**config.mk**
```make
export PLATFORM = sky130hd
export DESIGN_NAME = kme_encoder
export DESIGN_NICKNAME = d
export VERILOG_FILES = /design/src/logic/kme_pkg.sv /design/src/logic/kme_encoder.sv
export SDC_FILE = /design/constraint.sdc
export NUM_CORES = 1
export LEC_CHECK = 0
export ABC_AREA = 1
export BUFFER_PORTS_ARGS = -buffer_cell sky130_fd_sc_hd__clkbuf_2
export CAP_MARGIN = 15
export CORE_ASPECT_RATIO = 1.75
export CORE_MARGIN = 2
export CORE_UTILIZATION = 30
export DETAILED_ROUTE_END_ITERATION = 16
export GPL_ROUTABILITY_DRIVEN = 0
export PLACE_DENSITY = 0.56
export SLEW_MARGIN = 20
export SYNTH_ARGS = -nofsm -noshare
export SYNTH_HDL_FRONTEND = slang
export SYNTH_SLANG_ARGS = --single-unit
```
**constraint.sdc**
```tcl
create_clock -name core_clk_in -period 3.7 [get_ports core_clk_in]
set_clock_uncertainty 0.15 [all_clocks]
set_input_delay 0.37 -clock core_clk_in [delete_from_list [all_inputs] [get_ports core_clk_in]]
set_output_delay 0.37 -clock core_clk_in [all_outputs]
set_load 0.01 [all_outputs]
```
**src/logic/kme_pkg.sv**
```systemverilog
package kme_pkg;
	localparam int DRIVE_N = 11;
	localparam int SENSE_N = 8;
	localparam int CODE_W = 8;
	localparam int DEB_W = 16;
	localparam logic [15:0] DEB_CYCLES = 16'h0400;
	localparam logic [3:0] ASCII_DRIVES = 4'h7;
	localparam logic [7:0] HEX_BASE = 8'h80;
	localparam logic [3:0] CS_ALL = 4'hf;
	localparam logic [7:0] NO_CODE = 8'hff;

	typedef enum logic [3:0] {
		KME_SCAN = 4'h1,
		KME_DEB_DOWN = 4'h2,
		KME_HOLD = 4'h4,
		KME_DEB_UP = 4'h8
	} kme_state_e;

	typedef struct packed {
		logic ctrl;
		logic shift;
		logic alpha;
	} kme_mod_s;
endpackage : kme_pkg

```
**src/logic/kme_encoder.sv**
```systemverilog
// Summary of operation
// - eleven drive outputs and eight sense inputs form the switch matrix.
// - sense lines read high only when closed onto the driven line.
// - all chip selects enable the code outputs and qualify the ready clear.
// - code outputs drive the key code when selected, else released.
// - ready flag goes low after a debounced key closure.
// - ready flag returns high on a timing pulse during a selected read.
// - the timing pulse steps the scan and the ready flag; debounce and held flag run on the core clock.
// - held flag goes low while a read key stays closed.
// - a release is valid only after the debounce delay.
// - shift and control are latched after debounce and alter decoding.
// - modifiers alone produce no code and no ready flag.
// - alpha lock is used live, not latched.
// - control overrides shift and alpha; shift applies only without control.
// - drives one to seven give listed ascii codes; unlisted give nothing.
// - drives eight to eleven give hex base plus eight per drive plus sense.
// - up to 53 ascii keys and 32 hex keys, 160 codes total.
// - n-key lockout suppresses spurious codes from multiple keys.
// - drive lines go high strictly one at a time.
// - scan stops in the core clock cycle a valid keydown is seen, without waiting for a pulse.
// - ready flag stays high until release and a new keydown.
// - only the first key in scan order is recognised until released and read.
`timescale 1ns/1ps
`default_nettype none
module kme_encoder #(
	parameter logic [15:0] DEB_CYCLES = kme_pkg::DEB_CYCLES
) (
	input wire logic core_clk_in,
	input wire logic resetn_in,
	input wire logic host_timing_pulse_in,
	input wire logic [7:0] matrix_sense_lines_in,
	input wire logic [3:0] chip_select_inputs_in,
	input wire logic shift_in,
	input wire logic control_in,
	input wire logic alpha_lock_in,
	output logic [10:0] matrix_drive_lines_out,
	output logic [7:0] key_code_out,
	output logic [7:0] key_code_oe_n_out,
	output logic key_ready_flag_n_out,
	output logic key_held_flag_n_out
);
	// ----------------------------------------
	// reset and timing pulse edge
	// ----------------------------------------
	logic rst_s1_ff, rst_s2_ff;
	always_ff @(posedge core_clk_in or negedge resetn_in) begin
		if (!resetn_in) begin
			rst_s1_ff <= 1'b0;
			rst_s2_ff <= 1'b0;
		end else begin
			rst_s1_ff <= 1'b1;
			rst_s2_ff <= rst_s1_ff;
		end
	end
	wire rstn = rst_s2_ff;

	logic tp_d_ff;
	wire tp_rise = host_timing_pulse_in & ~tp_d_ff;
	wire tp_fall = ~host_timing_pulse_in & tp_d_ff;

	// ----------------------------------------
	// ascii lookup: drive 0..6, sense 0..7, mapping
	// ----------------------------------------
	function automatic logic [7:0] kme_ascii(input logic [3:0] d, input logic [2:0] s,
		input logic [1:0] m);
		logic [7:0] c;
		c = kme_pkg::NO_CODE;
		case (d)
			4'h0: c = (m == 2'h1) ? (8'h20 + 8'(s)) : (8'h30 + 8'(s));
			4'h1: c = (s < 3'h2) ? ((m == 2'h1) ? (8'h28 + 8'(s)) : (8'h38 + 8'(s)))
				: ((m == 2'h1) ? (8'h38 + 8'(s)) : (8'h28 + 8'(s)));
			4'h2, 4'h3, 4'h4, 4'h5: c = 8'h40 + {2'h0, d[2:0] - 3'h2, s} +
				((m == 2'h0) ? 8'h20 : 8'h00);
			default: c = kme_pkg::NO_CODE;
		endcase
		if (d == 4'h6) begin
			case (s)
				3'h0: c = kme_pkg::NO_CODE;
				3'h1: c = 8'h20;
				3'h2: c = 8'h0a;
				3'h3: c = 8'h1b;
				3'h5: c = 8'h0d;
				3'h7: c = 8'h7f;
				default: c = kme_pkg::NO_CODE;
			endcase
		end else if (m == 2'h3 && d > 4'h1) begin
			c = c & 8'h1f;
		end
		if (d == 4'h5 && m == 2'h0 && s > 3'h2) c = 8'h78 + 8'(s);
		return c;
	endfunction : kme_ascii

	// ----------------------------------------
	// scan, debounce and flag machine
	// ----------------------------------------
	kme_pkg::kme_state_e state_ff, nxt_state;
	logic [3:0] drv_ff, nxt_drv;
	logic [2:0] sns_ff, nxt_sns;
	logic [15:0] deb_ff, nxt_deb;
	logic ready_n_ff, nxt_ready_n;
	logic held_n_ff, nxt_held_n;
	logic read_done_ff, nxt_read_done;
	logic shift_l_ff, ctrl_l_ff;
	logic [7:0] code_ff, nxt_code;

	wire sel = (chip_select_inputs_in == kme_pkg::CS_ALL);
	// the registered drive lags the counter by a cycle after a wrap; only trust the sense line
	// once the pin really drives the counted line, so a key on the previous drive is not misread
	wire key_hit = matrix_sense_lines_in[sns_ff] & matrix_drive_lines_out[drv_ff];
	wire [1:0] map = ctrl_l_ff ? 2'h3 : (shift_l_ff ? 2'h1 : (alpha_lock_in ? 2'h2 : 2'h0));
	wire [7:0] hex_code = kme_pkg::HEX_BASE + {1'b0, 4'(drv_ff - kme_pkg::ASCII_DRIVES), sns_ff};
	wire [7:0] cur_code = (drv_ff >= kme_pkg::ASCII_DRIVES) ? hex_code : kme_ascii(drv_ff, sns_ff, map);
	wire deb_done = (deb_ff >= DEB_CYCLES);

	always_comb begin
		nxt_state = state_ff;
		nxt_drv = drv_ff;
		nxt_sns = sns_ff;
		nxt_deb = deb_ff;
		nxt_ready_n = ready_n_ff;
		nxt_held_n = held_n_ff;
		nxt_read_done = read_done_ff;
		nxt_code = code_ff;
		if (tp_rise && sel && !ready_n_ff) begin
			nxt_ready_n = 1'b1;
			nxt_read_done = 1'b1;
		end
		case (state_ff)
			kme_pkg::KME_SCAN: begin
				nxt_deb = '0;
				if (key_hit && cur_code != kme_pkg::NO_CODE) begin
					nxt_state = kme_pkg::KME_DEB_DOWN;
					nxt_code = cur_code;
				end else if (tp_fall) begin
					nxt_sns = sns_ff + 3'h1;
					if (sns_ff == 3'h7) nxt_drv = (drv_ff == 4'ha) ? 4'h0 : drv_ff + 4'h1;
				end
			end
			kme_pkg::KME_DEB_DOWN: begin
				if (!key_hit) nxt_state = kme_pkg::KME_SCAN;
				else if (!deb_done) nxt_deb = deb_ff + 16'h1;
				else if (tp_rise) begin
					nxt_state = kme_pkg::KME_HOLD;
					nxt_ready_n = 1'b0;
					nxt_read_done = 1'b0;
					nxt_deb = '0;
				end
			end
			kme_pkg::KME_HOLD: begin
				if (read_done_ff && ready_n_ff && key_hit) nxt_held_n = 1'b0;
				if (!key_hit) nxt_state = kme_pkg::KME_DEB_UP;
			end
			kme_pkg::KME_DEB_UP: begin
				if (key_hit) begin
					nxt_state = kme_pkg::KME_HOLD;
					nxt_deb = '0;
				end else if (!deb_done) nxt_deb = deb_ff + 16'h1;
				else begin
					nxt_held_n = 1'b1;
					if (read_done_ff && ready_n_ff) nxt_state = kme_pkg::KME_SCAN;
				end
			end
			default: nxt_state = kme_pkg::KME_SCAN;
		endcase
	end

	always_ff @(posedge core_clk_in or negedge rstn) begin
		if (!rstn) begin
			tp_d_ff <= 1'b0;
			state_ff <= kme_pkg::KME_SCAN;
			drv_ff <= '0;
			sns_ff <= '0;
			deb_ff <= '0;
			ready_n_ff <= 1'b1;
			held_n_ff <= 1'b1;
			read_done_ff <= 1'b1;
			code_ff <= '0;
		end else begin
			tp_d_ff <= host_timing_pulse_in;
			state_ff <= nxt_state;
			drv_ff <= nxt_drv;
			sns_ff <= nxt_sns;
			deb_ff <= nxt_deb;
			ready_n_ff <= nxt_ready_n;
			held_n_ff <= nxt_held_n;
			read_done_ff <= nxt_read_done;
			code_ff <= nxt_code;
		end
	end

	// ----------------------------------------
	// modifier latch and outputs
	// ----------------------------------------
	logic [15:0] mod_cnt_ff;
	wire mod_raw = shift_in | control_in;
	always_ff @(posedge core_clk_in or negedge rstn) begin
		if (!rstn) begin
			mod_cnt_ff <= '0;
			shift_l_ff <= 1'b0;
			ctrl_l_ff <= 1'b0;
		end else begin
			mod_cnt_ff <= (mod_raw && ({shift_l_ff, ctrl_l_ff} != {shift_in, control_in}) &&
				mod_cnt_ff < DEB_CYCLES) ? mod_cnt_ff + 16'h1 : '0;
			if (!mod_raw || mod_cnt_ff >= DEB_CYCLES) begin
				shift_l_ff <= shift_in;
				ctrl_l_ff <= control_in;
			end
		end
	end

	always_ff @(posedge core_clk_in or negedge rstn) begin
		if (!rstn) begin
			matrix_drive_lines_out <= '0;
			key_code_out <= '0;
			key_code_oe_n_out <= '1;
			key_ready_flag_n_out <= 1'b1;
			key_held_flag_n_out <= 1'b1;
		end else begin
			matrix_drive_lines_out <= 11'h1 << drv_ff;
			key_code_out <= code_ff;
			key_code_oe_n_out <= {8{~sel}};
			key_ready_flag_n_out <= ready_n_ff;
			key_held_flag_n_out <= held_n_ff;
		end
	end
endmodule : kme_encoder
`default_nettype wire

```
==> impl_metrics.env <==
export IMPL_outcome="complete, no violations"
export IMPL_p_per_area_nw_per_um2=546
export IMPL_synth_top_cell_by_area="dfrtp_1"
export IMPL_timing_rr_start="drv_ff[0]"
export IMPL_reg2reg_slack_ns=0.77
export IMPL_vias=3708
export IMPL_crit_fanout=12
export IMPL_die_x_um=96.5
export IMPL_drcViolationCount=0
export IMPL_cts_buffers_inserted=9
export IMPL_dieArea_um2=16000
export IMPL_syn_inst=542
export IMPL_ys_warn_count=0
export IMPL_ir_worst_vdd_mv=0.229
export IMPL_synth_top_area_share=0.412
export IMPL_synthTopCellsByArea="dfrtp_1 (41%), nand2_1 (9.8%), inv_1 (5.4%)"
export IMPL_max_freq_ghz=0.341
export IMPL_async_flop_share=1.00
export IMPL_max_cap_violations=0
export IMPL_leakagePower_nw=2.60
export IMPL_rsz0062_at_grt="false"
export IMPL_grtUsageMet3=0.0236
export IMPL_antenna_left=0
export IMPL_synth_edff_count=0
export IMPL_hold_start="host_timing_pulse_in"
export IMPL_initial_core_util=0.304
export IMPL_finalCriticalPeriod_ns=2.93
export IMPL_clk_latency_ns=0.33
export IMPL_grt_max_degree=80
export IMPL_fin_crit_sh=0.793
export IMPL_core_um2=14800
export IMPL_cp_end_kind="flop"
export IMPL_drt_pass1_iter_count=4
export IMPL_dp_hpwl_mm=7.51
export IMPL_ys_ff_latch=81
export IMPL_placed_area_um2=4860
export IMPL_root_buffer="clkbuf_16"
export IMPL_stdcell_area_um2=5190
export IMPL_gr_max_usage_layer="met2"
export IMPL_worstHoldPathCells=1
export IMPL_post_drt_wl_per_cell_um=12.8
export IMPL_drt_total_wl_mm=10.0
export IMPL_area_delta_synth_final_pct=15.4
export IMPL_min_path_type="in -> reg"
export IMPL_syn_area_per_cell_um2=8.29
export IMPL_hold_path_end="tp_d_ff"
export IMPL_antenna_found_initial=0
export IMPL_grt_usage=0.132
export IMPL_cts_tree="yes"
export IMPL_setup_tns_ns=0
export IMPL_grt_use_met1=0.151
export IMPL_htreeDepth=3
export IMPL_nets=628
export IMPL_slew_violations=0
export IMPL_required_ns=3.78
export IMPL_io_pins=47
export IMPL_slew_headroom=0.412
export IMPL_dieHeight_um=166
export IMPL_setup_viol=0
export IMPL_grt_pass1_wl_mm=16.7
export IMPL_r2r_end="drv_ff[3]"
export IMPL_r2r_cells=14
export IMPL_cts_sinks=81
export IMPL_io_buffers=46
export IMPL_synth_seq_area_share=0.453
export IMPL_rows=59
export IMPL_hold_violations=0
export IMPL_startpoint_type="flop"
export IMPL_layout_drive_gt1_share=0.196
export IMPL_grt_overflow=0
export IMPL_grt_pass1_vias=3581
export IMPL_drt_first_iter_violations=144
export IMPL_ys_types=45
export IMPL_mappedNetlistArea_um2=4490
export IMPL_ys_flop_type="dfrtp_1"
export IMPL_diodes=0
export IMPL_worstPathArrival_ns=3.01
export IMPL_worst_slew_pin_slew_ns=0.874
export IMPL_critPathKind="reg -> reg"
export IMPL_clkTransAtPathRegs_ns=0.06
export IMPL_clk_path_buf_depth=2
export IMPL_via_per_inst=4.75
export IMPL_grtUsageMet2=0.228
-- per-layer routing --
| metal | part of all wire | vias to the layer above |
|---|---|---|
| li1 | - | 1838 |
| met1 | 0.39 | 1762 |
| met2 | 0.53 | 84 |
| met3 | 0.036 | 24 |
| met4 | 0.035 | 0 |
| met5 | 0 | - |
-- cell type report --
class | count | area, um^2
clock buffer | 12 | 246
clock inverter | 4 | 52.6
fill | 1525 | 9580
inverter | 76 | 290
multi-input combinational | 376 | 2070
sequential | 81 | 2040
tap | 183 | 229
timing repair buffer | 48 | 260
-- synthesized netlist by cell type, types with 2 or more instances --
library cell / n
a21oi_1: 13
buf_4: 8
buf_6: 3
conb_1: 2
dfrtp_1: 74
dfstp_2: 7
ha_1: 18
inv_1: 65
inv_2: 9
nand2_1: 117
nand2_2: 7
nand2_4: 4
nand3_1: 27
nand3_2: 4
nand4_1: 16
nor2_1: 63
nor2_2: 3
nor3_1: 21
nor3_4: 2
nor3b_1: 3
nor4_1: 2
o211ai_1: 8
o21ai_0: 22
o21ai_1: 5
o21ai_2: 10
o22ai_1: 2
or2_2: 2
xor2_1: 8
-- cell families (layout without fill, tap and decap cells) --
kind of cell / count (synthesis) / after routing / share of synthesized area
compound gates: 66 / 66 / 0.0947
xor+xnor: 9 / 9 / 0.0175
flops: 81 / 81 / 0.453
fa+ha+maj: 18 / 18 / 0.0501
buf+inv: 89 / 140 / 0.0899
simple gates: 277 / 277 / 0.293
other cells: 2 / 6 / 0.00167
-- placed cells by master, fill, tap and decap left out, drive strengths merged, types with 6 or more instances in the layout --
cell and instances:
a21oi 14, clkbuf 58, conb 6, dfrtp 74
dfstp 7, ha 18, inv 75, nand2 128
nand3 32, nand4 16, nor2 68, nor3 24
o211ai 8, o21ai 37, xor2 8
-- where the power goes --
part	internal (W)	switching (W)	total, W	leakage [nW]
logic	0.000251	0.000589	0.000840	1.41
registers	0.000998	0.0000998	0.00110	1.06
clock network	0.000541	0.000352	0.000894	0.135
total	0.00179	0.00104	0.00283	2.60
-- repair_timing --
item,4_1_cts,5_1_grt
hold buffers,1,0
buffers inserted,0,0
hold endpoints to repair,2,0
gates resized for setup,0,0
-- state kept, by name, summed over array words and instances (netlist names) --
signal / cells
key_ready_flag_n_out: 1
mod_cnt_ff: 16
rst_s1_ff: 1
sns_ff: 3
deb_ff: 16
matrix_drive_lines_out: 11
ctrl_l_ff: 1
rst_s2_ff: 1
key_code_out: 8
held_n_ff: 1
tp_d_ff: 1
state_ff: 4
key_code_oe_n_out: 1
shift_l_ff: 1
read_done_ff: 1
drv_ff: 4
ready_n_ff: 1
code_ff: 8
key_held_flag_n_out: 1
-- worst max path at each step --
stage / start / to / depth (start not counted)
final: drv_ff[0] / drv_ff[3] / 14
after detailed placement: drv_ff[0] / drv_ff[3] / 14
after floorplan: rst_s2_ff / code_ff[0] / 0
after CTS: drv_ff[0] / drv_ff[3] / 14
after global placement: drv_ff[0] / drv_ff[2] / 14
after global routing: drv_ff[0] / drv_ff[2] / 14
-- critical path, cell delays in order, from the launching register on --
cell and delay [ns]:
dfrtp_1 0.57, inv_2 0.18, ha_1 0.26, inv_1 0.23, nor2_8 0.10, a21oi_1 0.24
nand3_1 0.12, a21oi_1 0.23, nand2_1 0.08, nor2_1 0.12, nand2_2 0.11, nand2_4 0.14
nand3_2 0.12, nand2_1 0.11, nand2_1 0.05
-- per-stage QoR --
step	hold WS [ns]	setup slack, ns	cells	total power, W	util
3_3_place_gp	0.00830	0.874	762	0.00194	0.329
4_1_cts	0.0186	0.779	779	0.00287	0.350
6_report	0.0305	0.766	780	0.00283	0.351
2_1_floorplan	-0.0756	1.14	546	0.00179	-
5_1_grt	0.0312	0.535	780	0.00302	0.351
3_5_place_dp	0.00849	0.788	762	0.00196	0.329
Note: power is estimated with default switching activity, not from simulation.
